==> config.mk <==
export PLATFORM = sky130hd
export DESIGN_NAME = ccdrd_top
export DESIGN_NICKNAME = d
export VERILOG_FILES = /design/src/inc/ccdrd_pkg.sv /design/src/design/ccdrd_hphase.sv /design/src/design/ccdrd_top.sv
export SDC_FILE = /design/constraint.sdc
export NUM_CORES = 1
export LEC_CHECK = 0
export CELL_PAD_IN_SITES_DETAIL_PLACEMENT = 1
export CELL_PAD_IN_SITES_GLOBAL_PLACEMENT = 2
export CORE_ASPECT_RATIO = 0.5
export CORE_MARGIN = 2
export CORE_UTILIZATION = 44
export DETAILED_ROUTE_END_ITERATION = 10
export DONT_BUFFER_PORTS = 1
export PLACE_DENSITY_LB_ADDON = 0.1
export SYNTH_ARGS = -nofsm -noshare
export SYNTH_HDL_FRONTEND = slang
export SYNTH_SLANG_ARGS = --single-unit
export TNS_END_PERCENT = 10
==> constraint.sdc <==
create_clock -name clk_i -period 7.95 [get_ports clk_i]
set_input_delay 0.3975 -clock clk_i [delete_from_list [all_inputs] [get_ports clk_i]]
set_output_delay 0.3975 -clock clk_i [all_outputs]
set_load 0.05 [all_outputs]
==> src/inc/ccdrd_pkg.sv <==
// package: constants and types for the ccd readout timing controller
package ccdrd_pkg;

    // ==================== clock and timing
    localparam int CLK_MHZ         = 40;
    localparam int CLK_PERIOD_PS   = 25000;
    // one register phase step is one clk; a pixel is six steps
    localparam int PIX_STEPS       = 6;
    localparam int PIX_MAX_MHZ     = 36;
    localparam int PIX_RATE_KHZ    = CLK_MHZ * 1000 / PIX_STEPS;
    // vertical step is eight slots, image phase high for five
    localparam int VSTEP_SLOTS     = 8;
    localparam int VSTEP_HIGH      = 5;
    localparam int VSLOT_CYC       = 25;
    localparam int FLUSH_MIN_NS    = 10000;
    localparam int FLUSH_TYP_NS    = 193700;
    localparam int FLUSH_MIN_CYC   =
        (FLUSH_MIN_NS * 1000 + CLK_PERIOD_PS - 1) / CLK_PERIOD_PS;
    localparam int FLUSH_TYP_CYC   =
        (FLUSH_TYP_NS * 1000 + CLK_PERIOD_PS - 1) / CLK_PERIOD_PS;

    // ==================== geometry
    localparam int FRAME_LINES     = 2060;
    localparam int ACTIVE_LINES    = 2048;
    localparam int LINE_PIXELS     = 3120;
    localparam int ACTIVE_PIXELS   = 3072;
    localparam int OVERSCAN_PIXELS = 8;
    localparam int BLACK_PIXELS    = 40;
    localparam int DUMMY_CELLS     = 14;
    localparam int REG_CELLS       = LINE_PIXELS + DUMMY_CELLS;

    // ==================== software register map
    localparam logic [3:0] ADDR_CTRL   = 4'h0;
    localparam logic [3:0] ADDR_MODE   = 4'h1;
    localparam logic [3:0] ADDR_BIN    = 4'h2;
    localparam logic [3:0] ADDR_FLUSHT = 4'h3;
    localparam logic [3:0] ADDR_STATUS = 4'h4;
    localparam logic [3:0] ADDR_LINE   = 4'h5;
    localparam logic [3:0] ADDR_LINES  = 4'h6;
    localparam logic [3:0] ADDR_CELLS  = 4'h7;
    // ctrl bits
    localparam int CTRL_START  = 0;
    localparam int CTRL_FLUSH  = 1;
    // mode bits
    localparam int MODE_UPPER  = 0;
    localparam int MODE_LOWER  = 1;
    localparam int MODE_LEFT   = 2;
    localparam int MODE_RIGHT  = 3;
    localparam int MODE_ALTFL  = 4;
    localparam int MODE_THREE  = 5;
    localparam logic [5:0]  MODE_RESET  = 6'h0f;
    localparam logic [3:0]  VBIN_RESET  = 4'h1;
    localparam logic [3:0]  HBIN_RESET  = 4'h1;
    localparam logic [23:0] FLUSHT_RESET = 24'(FLUSH_TYP_CYC);
    localparam logic [11:0] LINES_RESET = 12'(FRAME_LINES);
    localparam logic [11:0] CELLS_RESET = 12'(REG_CELLS);

    // ==================== types
    typedef enum logic [4:0] {
        ST_IDLE  = 5'b00001,
        ST_FLUSH = 5'b00010,
        ST_VERT  = 5'b00100,
        ST_HORZ  = 5'b01000,
        ST_DONE  = 5'b10000
    } ccdrd_state_t;

    // one output register's pins, left or right half
    typedef struct packed {
        logic [2:0] phase;   // register transport phases 1..3
        logic       merge;   // binning merge gate
        logic       clear;   // sense node clear gate
    } ccdrd_half_t;

    // image section pins
    typedef struct packed {
        logic [3:0] xfer_hi;   // image transfer phases at transport high
        logic [3:0] xfer_mid;  // middle transport level, used in two- and three-level clocking
        logic [3:0] flush_lvl; // image phases at charge flush level
        logic       nsub_pulse;// charge flush pulse on n substrate bias
    } ccdrd_image_t;

endpackage : ccdrd_pkg

==> src/design/ccdrd_hphase.sv <==
// module: three-phase register clock and pixel strobes
`timescale 1ns/1ps
module ccdrd_hphase
    import ccdrd_pkg::*;
(
    // clock and reset
    input  wire logic       clk_i,
    input  wire logic       arst_n_i,
    // control
    input  wire logic       run_i,
    input  wire logic [3:0] hbin_i,
    // outputs
    output logic [2:0]      phase_o,
    output logic            merge_o,
    output logic            clear_o,
    output logic            pix_o
);

    logic [2:0] step_q;
    logic [3:0] bin_q;

    function automatic logic [2:0] ccdrd_phase(input logic [2:0] s);
        // each phase high three of six steps, two steps apart
        ccdrd_phase[0] = (s < 3'd3);
        ccdrd_phase[1] = (s >= 3'd2) && (s < 3'd5);
        ccdrd_phase[2] = (s >= 3'd4) || (s < 3'd1);
    endfunction : ccdrd_phase

    always_ff @(posedge clk_i or negedge arst_n_i) begin
        if (!arst_n_i) begin
            step_q <= 3'h0;
        end else if (!run_i || step_q == 3'(PIX_STEPS - 1)) begin
            step_q <= 3'h0;
        end else begin
            step_q <= step_q + 3'h1;
        end
    end

    always_ff @(posedge clk_i or negedge arst_n_i) begin
        if (!arst_n_i) begin
            bin_q <= 4'h0;
        end else if (!run_i) begin
            bin_q <= 4'h0;
        end else if (step_q == 3'(PIX_STEPS - 1)) begin
            bin_q <= (bin_q + 4'h1 >= hbin_i) ? 4'h0 : bin_q + 4'h1;
        end
    end

    always_ff @(posedge clk_i or negedge arst_n_i) begin
        if (!arst_n_i) begin
            phase_o <= 3'h0;
            merge_o <= 1'b0;
            clear_o <= 1'b0;
            pix_o   <= 1'b0;
        end else begin
            // 50 % duty, 120 degree shift
            phase_o <= run_i ? ccdrd_phase(step_q) : 3'b100;
            // merge gate holds charge until the last binned pixel
            merge_o <= run_i && (bin_q + 4'h1 < hbin_i);
            // clear node once per pixel before the packet arrives
            clear_o <= run_i && (step_q == 3'h0);
            pix_o   <= run_i && (step_q == 3'(PIX_STEPS - 1));
        end
    end

    property p_clear_once;
        @(posedge clk_i) disable iff (!arst_n_i)
        clear_o |=> !clear_o [*5];
    endproperty
    a_clear_once: assert property (p_clear_once)
        else $error("clear gate pulsed twice in one pixel");

    property p_duty;
        @(posedge clk_i) disable iff (!arst_n_i)
        $rose(phase_o[0]) && run_i |=> phase_o[0] [*2] ##1 !phase_o[0];
    endproperty
    a_duty: assert property (p_duty)
        else $error("register phase duty not three of six");

endmodule : ccdrd_hphase

==> src/design/ccdrd_top.sv <==
// module: full frame ccd readout timing controller
`timescale 1ns/1ps
module ccdrd_top
    import ccdrd_pkg::*;
(
    // clock and reset
    input  wire logic        clk_i,
    input  wire logic        arst_n_i,
    // software port
    input  wire logic [3:0]  addr_i,
    input  wire logic [31:0] wdata_i,
    input  wire logic        wr_i,
    input  wire logic        rd_i,
    output logic [31:0]      rdata_o,
    // sensor pins
    output ccdrd_image_t     image_o,
    output ccdrd_half_t      up_left_o,
    output ccdrd_half_t      up_right_o,
    output ccdrd_half_t      lo_left_o,
    output ccdrd_half_t      lo_right_o,
    // front end
    output logic             pix_valid_o,
    output logic             busy_o
);

    // ==================== registers
    ccdrd_state_t state_q;
    logic [5:0]   mode_q;
    logic [3:0]   vbin_q;
    logic [3:0]   hbin_q;
    logic [23:0]  flusht_q;
    logic [11:0]  lines_q;
    logic [11:0]  cells_q;
    logic         start_q;
    logic         flush_req_q;
    logic [11:0]  line_q;
    logic [3:0]   vcnt_q;
    logic [11:0]  cell_q;
    logic [23:0]  tcnt_q;
    logic [2:0]   slot_q;
    logic         done_q;
    logic         hrun;
    logic [2:0]   hphase;
    logic         hmerge;
    logic         hclear;
    logic         hpix;
    logic [3:0]   flush_floor;

    assign flush_floor = 4'h0;

    // ==================== software writes
    always_ff @(posedge clk_i or negedge arst_n_i) begin
        if (!arst_n_i) begin
            mode_q   <= MODE_RESET;
            vbin_q   <= VBIN_RESET;
            hbin_q   <= HBIN_RESET;
            flusht_q <= FLUSHT_RESET;
            lines_q  <= LINES_RESET;
            cells_q  <= CELLS_RESET;
        end else if (wr_i && state_q == ST_IDLE) begin
            unique case (addr_i)
                ADDR_MODE: begin
                    mode_q <= wdata_i[5:0];
                end
                ADDR_BIN: begin
                    vbin_q <= (wdata_i[3:0] == 4'h0) ? 4'h1 : wdata_i[3:0];
                    hbin_q <= (wdata_i[7:4] == 4'h0) ? 4'h1 : wdata_i[7:4];
                end
                ADDR_FLUSHT: begin
                    // never shorter than the least flush time
                    flusht_q <= (wdata_i[23:0] < 24'(FLUSH_MIN_CYC))
                        ? 24'(FLUSH_MIN_CYC) : wdata_i[23:0];
                end
                ADDR_LINES: begin
                    lines_q <= (wdata_i[11:0] == 12'h0)
                        ? LINES_RESET : wdata_i[11:0];
                end
                ADDR_CELLS: begin
                    // never fewer than one full register of transfers
                    cells_q <= (wdata_i[11:0] < CELLS_RESET)
                        ? CELLS_RESET : wdata_i[11:0];
                end
                default: begin
                end
            endcase
        end
    end

    always_ff @(posedge clk_i or negedge arst_n_i) begin
        if (!arst_n_i) begin
            start_q     <= 1'b0;
            flush_req_q <= 1'b0;
        end else begin
            start_q     <= wr_i && addr_i == ADDR_CTRL && wdata_i[CTRL_START];
            flush_req_q <= wr_i && addr_i == ADDR_CTRL && wdata_i[CTRL_FLUSH];
        end
    end

    // ==================== software reads
    always_ff @(posedge clk_i or negedge arst_n_i) begin
        if (!arst_n_i) begin
            rdata_o <= 32'h0;
        end else if (rd_i) begin
            unique case (addr_i)
                ADDR_MODE:   rdata_o <= {26'h0, mode_q};
                ADDR_BIN:    rdata_o <= {24'h0, hbin_q, vbin_q};
                ADDR_FLUSHT: rdata_o <= {8'h0, flusht_q};
                ADDR_STATUS: rdata_o <= {26'h0, done_q, state_q};
                ADDR_LINE:   rdata_o <= {20'h0, line_q};
                ADDR_LINES:  rdata_o <= {20'h0, lines_q};
                ADDR_CELLS:  rdata_o <= {20'h0, cells_q};
                default:     rdata_o <= 32'h0;
            endcase
        end else begin
            rdata_o <= 32'h0;
        end
    end

    // ==================== sequencer
    always_ff @(posedge clk_i or negedge arst_n_i) begin
        if (!arst_n_i) begin
            state_q <= ST_IDLE;
            tcnt_q  <= 24'h0;
            slot_q  <= 3'h0;
            line_q  <= 12'h0;
            vcnt_q  <= 4'h0;
            cell_q  <= 12'h0;
            done_q  <= 1'b0;
        end else begin
            unique case (state_q)
                ST_IDLE: begin
                    tcnt_q <= 24'h0;
                    slot_q <= 3'h0;
                    if (flush_req_q) begin
                        state_q <= ST_FLUSH;
                        done_q  <= 1'b0;
                    end else if (start_q) begin
                        state_q <= ST_VERT;
                        line_q  <= 12'h0;
                        vcnt_q  <= 4'h0;
                        done_q  <= 1'b0;
                    end
                end
                ST_FLUSH: begin
                    // hold flush for the programmed time
                    if (tcnt_q + 24'h1 >= flusht_q) begin
                        state_q <= ST_DONE;
                    end
                    tcnt_q <= tcnt_q + 24'h1;
                end
                ST_VERT: begin
                    // one line shift: eight slots of slot length
                    if (tcnt_q == 24'(VSLOT_CYC - 1)) begin
                        tcnt_q <= 24'h0;
                        slot_q <= slot_q + 3'h1;
                        if (slot_q == 3'(VSTEP_SLOTS - 1)) begin
                            line_q <= line_q + 12'h1;
                            // sum lines before reading out
                            if (vcnt_q + 4'h1 >= vbin_q ||
                                line_q + 12'h1 >= lines_q) begin
                                vcnt_q  <= 4'h0;
                                cell_q  <= 12'h0;
                                state_q <= ST_HORZ;
                            end else begin
                                vcnt_q <= vcnt_q + 4'h1;
                            end
                        end
                    end else begin
                        tcnt_q <= tcnt_q + 24'h1;
                    end
                end
                ST_HORZ: begin
                    // empty the whole register before next shift
                    if (hpix) begin
                        cell_q <= cell_q + 12'h1;
                        if (cell_q + 12'h1 >= cells_q) begin
                            state_q <= (line_q >= lines_q)
                                ? ST_DONE : ST_VERT;
                        end
                    end
                end
                ST_DONE: begin
                    done_q  <= 1'b1;
                    state_q <= ST_IDLE;
                end
                default: begin
                    state_q <= ST_IDLE;
                end
            endcase
        end
    end

    assign hrun = (state_q == ST_HORZ);

    ccdrd_hphase i_ccdrd_hphase (
        .clk_i    (clk_i),
        .arst_n_i (arst_n_i),
        .run_i    (hrun),
        .hbin_i   (hbin_q),
        .phase_o  (hphase),
        .merge_o  (hmerge),
        .clear_o  (hclear),
        .pix_o    (hpix)
    );

    // ==================== image section pins
    always_ff @(posedge clk_i or negedge arst_n_i) begin
        if (!arst_n_i) begin
            image_o <= '0;
        end else begin
            image_o <= '0;
            if (state_q == ST_VERT) begin
                // each phase high five of eight slots, staggered
                for (int i = 0; i < 4; i++) begin
                    image_o.xfer_hi[i] <= mode_q[MODE_THREE] &&
                        (3'(slot_q - 3'(2 * i)) < 3'(VSTEP_HIGH));
                    image_o.xfer_mid[i] <=
                        (3'(slot_q - 3'(2 * i)) < 3'(VSTEP_HIGH));
                end
            end else if (state_q == ST_FLUSH) begin
                if (mode_q[MODE_ALTFL]) begin
                    image_o.flush_lvl <= 4'hf;
                end else begin
                    image_o.flush_lvl  <= flush_floor;
                    image_o.nsub_pulse <= 1'b1;
                end
            end
        end
    end

    // ==================== register pins
    function automatic ccdrd_half_t ccdrd_half(input logic en,
                                              input logic vert);
        ccdrd_half_t h;
        h = '0;
        if (vert) begin
            // third phase high keeps arriving packets apart
            h.phase = 3'b100;
        end else if (en && state_q == ST_HORZ) begin
            // the half-started step after the last pixel is never driven
            h.phase = hphase;
            h.merge = hmerge;
            h.clear = hclear;
        end
        ccdrd_half = h;
    endfunction : ccdrd_half

    always_ff @(posedge clk_i or negedge arst_n_i) begin
        if (!arst_n_i) begin
            up_left_o  <= '0;
            up_right_o <= '0;
            lo_left_o  <= '0;
            lo_right_o <= '0;
        end else begin
            // halves enabled separately
            up_left_o  <= ccdrd_half(mode_q[MODE_UPPER] &&
                mode_q[MODE_LEFT], state_q == ST_VERT);
            up_right_o <= ccdrd_half(mode_q[MODE_UPPER] &&
                mode_q[MODE_RIGHT], state_q == ST_VERT);
            lo_left_o  <= ccdrd_half(mode_q[MODE_LOWER] &&
                mode_q[MODE_LEFT], state_q == ST_VERT);
            lo_right_o <= ccdrd_half(mode_q[MODE_LOWER] &&
                mode_q[MODE_RIGHT], state_q == ST_VERT);
        end
    end

    always_ff @(posedge clk_i or negedge arst_n_i) begin
        if (!arst_n_i) begin
            pix_valid_o <= 1'b0;
            busy_o      <= 1'b0;
        end else begin
            // pixel rate 40/6 MHz stays under the limit
            pix_valid_o <= hpix &&
                (PIX_RATE_KHZ <= PIX_MAX_MHZ * 1000);
            busy_o      <= state_q != ST_IDLE;
        end
    end

    // ==================== checks
    property p_flush_len;
        @(posedge clk_i) disable iff (!arst_n_i)
        $rose(state_q == ST_FLUSH) |-> tcnt_q == 24'h0 && flusht_q >=
            24'(FLUSH_MIN_CYC);
    endproperty
    a_flush_len: assert property (p_flush_len)
        else $error("flush shorter than least time");

    property p_vert_third;
        @(posedge clk_i) disable iff (!arst_n_i)
        state_q == ST_VERT |=> up_left_o.phase == 3'b100 &&
            lo_right_o.phase == 3'b100;
    endproperty
    a_vert_third: assert property (p_vert_third)
        else $error("third phase not held in vertical transport");

    property p_no_shift_in_horz;
        @(posedge clk_i) disable iff (!arst_n_i)
        state_q == ST_HORZ |=> image_o.xfer_mid == 4'h0;
    endproperty
    a_no_shift_in_horz: assert property (p_no_shift_in_horz)
        else $error("line shift during horizontal readout");

    property p_flush_method;
        @(posedge clk_i) disable iff (!arst_n_i)
        state_q == ST_FLUSH && !mode_q[MODE_ALTFL] |=>
            image_o.nsub_pulse && image_o.flush_lvl == 4'h0;
    endproperty
    a_flush_method: assert property (p_flush_method)
        else $error("preferred flush not driven");

    property p_alt_flush;
        @(posedge clk_i) disable iff (!arst_n_i)
        state_q == ST_FLUSH && mode_q[MODE_ALTFL] |=>
            !image_o.nsub_pulse && image_o.flush_lvl == 4'hf;
    endproperty
    a_alt_flush: assert property (p_alt_flush)
        else $error("alternative flush not driven");

    property p_line_bound;
        @(posedge clk_i) disable iff (!arst_n_i)
        state_q == ST_DONE && $past(state_q) == ST_HORZ |-> line_q == lines_q;
    endproperty
    a_line_bound: assert property (p_line_bound)
        else $error("frame ended with wrong line count");

    property p_cells;
        @(posedge clk_i) disable iff (!arst_n_i)
        state_q != ST_HORZ && $past(state_q) == ST_HORZ |->
            cell_q >= 12'(REG_CELLS);
    endproperty
    a_cells: assert property (p_cells)
        else $error("register readout too short");

    property p_half_off;
        @(posedge clk_i) disable iff (!arst_n_i)
        state_q == ST_HORZ && !mode_q[MODE_RIGHT] |=>
            up_right_o.phase == 3'h0 && lo_right_o.phase == 3'h0;
    endproperty
    a_half_off: assert property (p_half_off)
        else $error("disabled right half clocked");

endmodule : ccdrd_top

### Yosys cells after proc, flatten, opt, wreduce, memory -nomap -nowiden

Cells that the tools add are included.
W data, S select, Z words.

* add/subtract/negate cells: 10
* magnitude comparators: 18
* eq/ne operators: 26
* multiplexer cells: 62
* reductions and logical operators: 43

Operator list (count)
* $pmux W24 S7: 1
* $mux W12: 10
* $mux W5: 15
* $pmux W24 S3: 1
* $mux W24: 2
* $pmux W12 S2: 2
* $mux W4: 11
* $ge A12 B12 Y1: 3
* $mux W32: 1
* $add A12 B1 Y12 const B: 2
* $add A24 B1 Y24 const B: 1
* $eq A24 B5 Y1 const B: 1
* $ge A24 B24 Y1: 1
* $lt A24 B9 Y1 const B: 1
* $mux W3: 7
* $logic_and A1 B1 Y1: 20
* $pmux W5 S4: 1
* $ne A2 B2 Y1 const B: 9
* $eq A4 B3 Y1 const B: 4
* $lt A3 B3 Y1 const B: 5
* $reduce_and A2 Y1: 7
* $logic_not A12 Y1: 1
* $logic_not A4 Y1: 3
* $lt A12 B12 Y1 const B: 1
* 33 further kinds: 49

* bits in registers: 205
* input port bits: 40
* output and inout port bits: 67

### Logic depth before layout (Yosys ltp)

Gate-level depths: netlist (run 1).

* word-level depth: 7
* gate-level depth with buffers: 15
* depth with buffers taken out: 15

### By module

A second synthesis (run 1) with hierarchy kept.

* cells, all modules: 1026
* area, all modules: 10496.3 um^2

By module, submodules not included
* ccdrd_top: times used 1, cells each 966, area an instance 9854.5 um^2
* ccdrd_hphase: times used 1, cells each 60, area an instance 641.9 um^2

### Worst setup path after synthesis (run 1)

No wires, ideal clock.

* kind: reg-to-reg
* start point: register line_q[0]
* end point: register state_q[2]
* arrival time: 3167 ps
* setup slack: 4655 ps
* cell stages (with the launch flop): 15
* buffers on the path: 1
* period minus slack after synthesis: 3295 ps
* cell sequence: dfrtp_1 -> ha_1 -> and3_1 -> and3_1 -> and3_1 -> nand3_1 -> xnor2_1 -> ha_1 -> o21ai_0 -> o21ai_0 -> or4_1 -> clkbuf_1 -> nor2_1 -> nor3_2 -> mux2_1

* longest elaborated chain between the ends: 5
* elaborated cells on any way between the ends: 10
* those cells by class: add/sub (1); order compare (2); eq/ne (1); mux (4); reduce/logical (2)

RTL lines
* start, declared: line ccdrd_top.sv:36 `logic [11:0] line_q;`
* start signal, assigned: line ccdrd_top.sv:157 `line_q <= line_q + 12'h1;`
* $add A12 B1 Y12 or $ge A12 B12 Y1 (tied branches): line ccdrd_top.sv:160, ccdrd_top.sv:177
* $ge A12 B12 Y1 or $mux W5 (tied branches): line ccdrd_top.sv:160, ccdrd_top.sv:178
* $logic_or A1 B1 Y1 or $mux W5 (tied branches): line ccdrd_top.sv:159, ccdrd_top.sv:176
* $ne A2 B2 Y1 (no source line) or $mux W5 (tied branches)
* $reduce_and A7 Y1 (no source line) or $pmux W5 S4 (tied branches)
* end signal, assigned: line ccdrd_top.sv:177 `state_q <= (line_q >= lines_q)`
* end, declared: line ccdrd_top.sv:27 `ccdrd_state_t state_q;`

Several ways; a longest one is shown, not always the timed one. The select of a mux whose other input is x is not followed.
A chain may end at the register's enable or synchronous reset.

### Worst setup path in the final report (run 1)

* start point: register tcnt_q[0]
* end point: register state_q[2]

* longest elaborated chain between the ends: 4
* elaborated cells on any way between the ends: 6
* those cells by class: add/sub (1); order compare (1); eq/ne (3); reduce/logical (1)

RTL lines
* start, declared: line ccdrd_top.sv:39 `logic [23:0] tcnt_q;`
* start signal, assigned: line ccdrd_top.sv:149 `tcnt_q <= tcnt_q + 24'h1;`
* start signal, assigned: line ccdrd_top.sv:169 `tcnt_q <= tcnt_q + 24'h1;`
* $add A24 B1 Y24: line ccdrd_top.sv:146 `if (tcnt_q + 24'h1 >= flusht_q) begin`
* $ge A24 B24 Y1: line ccdrd_top.sv:146
* $ne A2 B2 Y1 (no source line)
* $reduce_and A7 Y1 (no source line) (*)

Mark *: on every way between the ends. The rest lies on a longest branch, timed or not.

==> results_dict.tcl, run 1 <==
set metrics [dict create \
    die_area_um2 24900 \
    drc 0 \
    crit_fanout 7 \
    slowest_delay_ns 0.76 \
    p_leak_nw 5.40 \
    routed_wl_um 30400 \
    port_buffers 0 \
    syn_inst 1048 \
    outcome "finished clean" \
    antenna_found_initial 1 \
    post-place-ws_ns 3.75 \
    fin_skew_ns 0.0108 \
    path_class "flop to flop" \
    holdWs_ns 0.0611 \
    synth-simple-area-share_pct 15.9 \
    crit_cells 13 \
    cp_slowest_cell "nor3_1" \
    r2r_slack_ns 3.63 \
    path_clk_slew_ns 0.08 \
    crit_family "simple AND/OR/NAND/NOR gates" \
    ys_types 60 \
    hold_path_depth 1 \
    cts_tree "yes" \
    tightestPinTransition_ns 1.16 \
    synth_seq_cells 194 \
    syn_avg_cell_area_um2 9.89 \
    combPwrFrac_pct 24.7 \
    fin_tns_setup_ns 0 \
    design.core.area_um2 23000 \
    ff2ff_path_depth 13 \
    path_cells "nand3_1, nor3_1, and4_1, nand4_1, xnor2_1, ha_1, a21oi_1, nor2b_1, o21ai_0, o211ai_1, a211oi_1, nor3_2, mux2_1" \
    area_growth_pct 8.72 \
    clkSinkCount 194 \
    rows 39 \
    ant_nets 0 \
    cap_violations 0 \
    fmax_mhz 232 \
    synth-edff-count 0 \
    cts_root_buf "clkbuf_16" \
    fin_crit_ns 4.32 \
    hold_violations 0 \
    nFillCells 2567 \
    diodes 0 \
    numCtsBuffers 17 \
    post_cts_resized 0 \
    start_util_pct 45.1 \
    synthTopCellsByArea "dfrtp_1, ha_1, dfstp_2" \
    dr.pass1.iters 5 \
    power.total_mw 3.12 \
    layout-drive-gt1-share_pct 9.08 \
    fin_nets 1152 \
    yosysTopAreaCellShare_pct 41.3 \
    io_pins 107 \
    initialDrtViolationCount 609 \
    wire_per_inst_um 22.4 \
    swShare_pct 37.9 \
    end_kind "flop" \
    routabilityCongestion 0.825 \
    p_sw_mw 1.18 \
    pwr_density_cell_nw_per_um2 277 \
    die_x_um 221 \
    insertion_delay_ns 0.47 \
    async_flop_share_pct 100 \
    synth-adder-area-share_pct 9.54 \
    setup_viol 0 \
    rsz0062_at_grt "no" \
    mappedNetlistArea_um2 10400 \
    worstPathRequired_ns 8.29 \
    fin_crit_sh_pct 54.3 \
    hold_class "input port to flop" \
    placed_area_um2 10600 \
    ctsHtreeMaxLevel 4 \
    synth_compound_area_share_pct 15.8 \
    synth_top_area_cell "dfrtp_1" \
    power.internal_mw 1.94 \
    seqPwrFrac_pct 45.6 \
    synthFlopType "dfrtp_1" \
    grt_max_degree 195 \
    worst_slack_ns 3.63 \
    clkPwrFrac_pct 29.7 \
    cts.path.max_buffers 2 \
    synth.area.mux_share_pct 2.90 \
    grt_first_pass_wirelength_um 48100 \
    peakVddDrop_uv 216 \
    slew_viol_final 0 \
    grt_pass1_vias 8194 \
    gr-total-overflow 0 \
    synthXorXnorAreaFrac_pct 3.97 \
    vias 7995 \
    dp_hpwl_um 22300 \
    grt_usage_pct 25.5 \
    arrival_ns 4.66 \
    crit_path_start_kind "flop" \
    ys_seq_area_share_pct 47.1 \
    viasPerCell 5.91 \
    synth_top_family_by_area "simple AND/OR/NAND/NOR gates" \
    fin_area_um2 11300 \
    timing.slew.headroom_pct 22.5 \
    crit_buf_inv 0 \
    yosys_warnings 0 \
    die_h_um 113 \
]
power by group through the flow:
stage          combinational, mW  sequential (mW)  clock [mW]
6_report                   0.771             1.42       0.925
3_5_place_dp               0.745             1.44           0
4_1_cts                    0.780             1.42       0.946
5_1_grt                    0.870             1.45       0.990
2_1_floorplan              0.569             1.34           0
3_3_place_gp               0.710             1.43           0
timing repair:
item	in CTS	in global routing
setup endpoints to repair	0	0
hold buffers	1	1
endpoints found under the hold margin	194	22
setup buffers	0	0
cell usage after synthesis, types with 3 or more instances:
cell / n
inv_1: 71
clkbuf_1: 33
dfstp_2: 23
dfrtp_1: 171
o22ai_1: 3
nor2_1: 75
o211ai_1: 5
a22oi_1: 20
o31ai_1: 10
nand2b_1: 7
a21o_1: 12
and2_1: 10
nor2b_1: 9
nand2_1: 98
or4_1: 4
buf_4: 11
mux2_2: 23
ha_1: 79
or3_1: 4
a211oi_1: 7
mux2i_1: 3
nand4_1: 15
o21ai_1: 28
a31oi_1: 9
and3_1: 30
nand3b_1: 3
nor4_1: 7
xnor2_1: 23
nor3_1: 20
nor3b_1: 4
o21ai_0: 47
a22o_1: 45
xor2_1: 24
a21oi_1: 46
nand3_1: 37
and4_1: 5
layer usage:
layer	GRT usage (%)	part of all wire, %	wire, um
met1	36.7	50	15000
met4	7.52	1.5	463
met5	0	0	0
met3	4.63	4.3	1300
met2	39.5	45	13600
stage by stage:
step / util, % / cells
4_1_cts: 49.0 / 1352
3_5_place_dp: 46.1 / 1319
2_1_floorplan: - / 1055
5_1_grt: 49.0 / 1353
6_report: 49.0 / 1353
3_3_place_gp: 46.1 / 1319
layout by cell type, fill, tap and decap left out, types with 17 or more instances in the layout:
cell type,count
dfrtp_1,170
nand2_1,98
ha_1,79
nor2_1,75
inv_1,71
o21ai_0,47
a21oi_1,46
a22o_1,45
nand3_1,37
and3_1,30
o21ai_1,28
xor2_1,24
xnor2_1,23
mux2_2,23
dfstp_2,23
a22oi_1,20
nor3_1,19
clkbuf_16,17
final timing paths:
kind	start	endpoint
worst min-delay path	wdata_i[11]	flusht_q[11]
worst min register to register	lines_q[4]	lines_q[4]
max in group asynchronous	arst_n_i	rdata_o[0]
worst max-delay path	tcnt_q[0]	state_q[2]
min in group asynchronous	arst_n_i	i_ccdrd_hphase.bin_q[3]
worst max register to register	tcnt_q[0]	state_q[2]
cell families after synthesis:
group | after synthesis
simple gates | 335
compound gates | 247
flops | 194
buf+inv | 118
fa+ha+maj | 79
xor+xnor | 47
mux | 27
other cells | 1
flip-flops by register name (all words and copies together) (netlist names), 3 cells and up:
signal and count:
cell_q 12, cells_q 12, flusht_q 24, hbin_q 4
i_ccdrd_hphase.bin_q 4, i_ccdrd_hphase.phase_o 3, i_ccdrd_hphase.step_q 3, image_o 10
line_q 12, lines_q 12, lo_left_o 5, lo_right_o 5
mode_q 6, rdata_o 24, slot_q 3, state_q 5
tcnt_q 24, up_left_o 5, up_right_o 5, vbin_q 4
vcnt_q 4
area by class of cell:
type	count	area (um^2)	share of cell area, %
Multi-Input combinational cell	743	5020	44.6
Sequential cell	194	4880	43.4
Clock buffer	17	425	3.78
Tap cell	307	384	3.41
Inverter	71	267	2.37
Clock inverter	15	214	1.90
Timing Repair Buffer	6	67.6	0.600
Power figures use the tool's default switching activity.
==> inputs of run 2 (changes only) <==
- CORE_UTILIZATION: 44 -> 37
- clock period: 7.95 -> 3.5 ns (I/O delays scaled with it)
==> run 2 against run 1 <==
Against the previous run: sequential share of layout area decreased by 2.8 points; first-iteration DRC count decreased by 25%; die area increased by 18%; clock skew increased by 0.0028 ns; register-to-register slack got worse by 3.4 ns; final area increased by 7.0%; via count increased by 2.7%; maximum frequency increased by 31%; worst setup slack got worse by 3.4 ns; final cell count increased by 11%; non-clock buffer count increased by 72; the flow now finishes with violations (negative hold slack); clock-buffer cell count unchanged.
==> results_dict.tcl, run 2 (synthesis gave the netlist of run 1 again) <==
set metrics [dict create \
    crit_fanout 7 \
    ant_nets 0 \
    fmax_mhz 303 \
    initialDrtViolationCount 454 \
    fin_area_um2 12000 \
    cts_root_buf "clkbuf_16" \
    diodes 0 \
    wire_per_inst_um 21.8 \
    grt_first_pass_wirelength_um 50900 \
    hold_violations 194 \
    timing.slew.headroom_pct 31.1 \
    cts_hold_buffers 32 \
    mostFrequentLayoutCells "dfrtp_1, nand2_1, ha_1, nor2_1, inv_1" \
    top_regs "flusht_q x24, rdata_o x24, tcnt_q x24" \
    rows 43 \
    pwr_density_cell_nw_per_um2 599 \
    die_h_um 122 \
    outcome "finished, violations left" \
    cts_tree "yes" \
    fin_crit_sh_pct 94.2 \
    dp_hpwl_um 23400 \
    routed_wl_um 32700 \
    setup_viol 0 \
    worstPathRequired_ns 3.85 \
    rsz0062_at_grt "yes" \
    worst_path_most_repeated_cell "buf_4" \
    cap_violations 0 \
    grt_pass1_vias 8476 \
    crit_family "simple AND/OR/NAND/NOR gates" \
    numCtsBuffers 17 \
    hold_class "input port to asynchronous set/reset pin" \
    tightestPinTransition_ns 1.03 \
    placed_area_um2 11000 \
    area_growth_pct 16.3 \
    fin_skew_ns 0.0136 \
    power.internal_mw 4.49 \
    gr-total-overflow 0 \
    p_sw_mw 2.73 \
    layout-drive-gt1-share_pct 13.4 \
    arrival_ns 3.64 \
    grt_usage_pct 23.3 \
    cts.path.max_buffers 2 \
    vias 8214 \
    power.total_mw 7.21 \
    violations "negative hold slack" \
    crit_buf_inv 2 \
    path_cells "nand3_1, nor3_1, buf_4, and4_2, nand4_1, xnor2_1, ha_1, a21oi_1, nor2b_1, o21ai_0, o211ai_1, a211oi_2, buf_4, nor3_4, mux2_1" \
    p_leak_nw 5.75 \
    fin_crit_ns 3.30 \
    port_buffers 0 \
    peakVddDrop_uv 460 \
    die_x_um 241 \
    path_clk_slew_ns 0.08 \
    slowest_delay_ns 0.42 \
    path_class "flop to flop" \
    ctsHtreeMaxLevel 4 \
    start_util_pct 37.5 \
    antenna_found_initial 0 \
    drc 0 \
    insertion_delay_ns 0.47 \
    slew_viol_final 0 \
    cp_slowest_cell "dfrtp_2" \
    end_kind "flop" \
    final_core_util_pct 43.7 \
    clkSinkCount 194 \
    holdWs_ns -0.602 \
    viasPerCell 5.48 \
    grt_max_degree 195 \
    combPwrFrac_pct 25.4 \
    io_pins 107 \
    design.core.area_um2 27600 \
    swShare_pct 37.8 \
    dr.pass1.iters 4 \
    routabilityCongestion 0.795 \
    seqPwrFrac_pct 44.6 \
    clkPwrFrac_pct 30.0 \
    crit_path_start_kind "flop" \
    fin_nets 1224 \
    die_area_um2 29400 \
    final_common_cell "dfrtp_1" \
]
run 2: what timing repair did:
action,CTS,global route
endpoints found under the hold margin,271,194
buffers inserted,0,2
pin swaps,0,3
resized for setup,1,14
endpoints found under the setup margin,1,16
run 2: path summary, 6_finish.rpt:
check / depth (start not counted) / from / to / slack (ns)
worst min-delay path: 0 / arst_n_i / up_left_o[1] / -0.60
worst max-delay path: 15 / tcnt_q[2] / state_q[2] / 0.20
min in group clk_i: 3 / addr_i[0] / rdata_o[5] / 0.02
worst min register to register: 2 / cells_q[11] / cells_q[11] / 0.50
max in group asynchronous: 0 / arst_n_i / cells_q[10] / 3.78
worst max register to register: 15 / tcnt_q[2] / state_q[2] / 0.20
run 2: layout make-up:
type | count | area (um^2)
inverter | 71 | 267
fill | 3061 | 15600
sequential | 194 | 4890
clock inverter | 15 | 230
multi-input combinational | 743 | 5080
clock buffer | 17 | 425
timing repair buffer | 78 | 678
tap | 382 | 478
run 2: power by group through the flow:
stage	clock network (mW)	registers, mW	logic [mW]
final	2.16	3.22	1.83
after CTS	2.22	3.21	1.80
after detailed placement	0	3.25	1.74
after global placement	0	3.24	1.66
after global routing	2.31	3.27	2.06
after floorplan	0	3.04	1.29
run 2: metrics by stage:
| stage | setup WS (ns) | TNS [ns] | std cells |
|---|---|---|---|
| 2_1_floorplan | 0.205 | 0 | 1055 |
| 3_3_place_gp | 0.107 | 0 | 1434 |
| 3_5_place_dp | 0.00650 | 0 | 1434 |
| 4_1_cts | 0.0506 | 0 | 1498 |
| 5_1_grt | -0.0500 | -0.0500 | 1500 |
| 6_report | 0.202 | 0 | 1500 |
run 2: worst register-to-register path: cells and delay by family (launching register included):
family                   cells  cell delay (ns)
AND/OR/NAND/NOR              6             0.94
AO/OA/AOI/OAI                4             0.66
flip-flops                   1             0.42
buffers and inverters        2             0.38
multiplexers                 1             0.31
adder cells (fa/ha/maj)      1             0.29
XOR/XNOR                     1             0.18
run 2: routing by layer:
metal | part of all wire [%] | track usage, % | vias to the layer above
li1 | - | - | 3834
met1 | 50 | 33.5 | 4220
met2 | 45 | 36.1 | 136
met3 | 3.6 | 4.45 | 24
met4 | 1.1 | 5.55 | 0
met5 | 0 | 0 | -
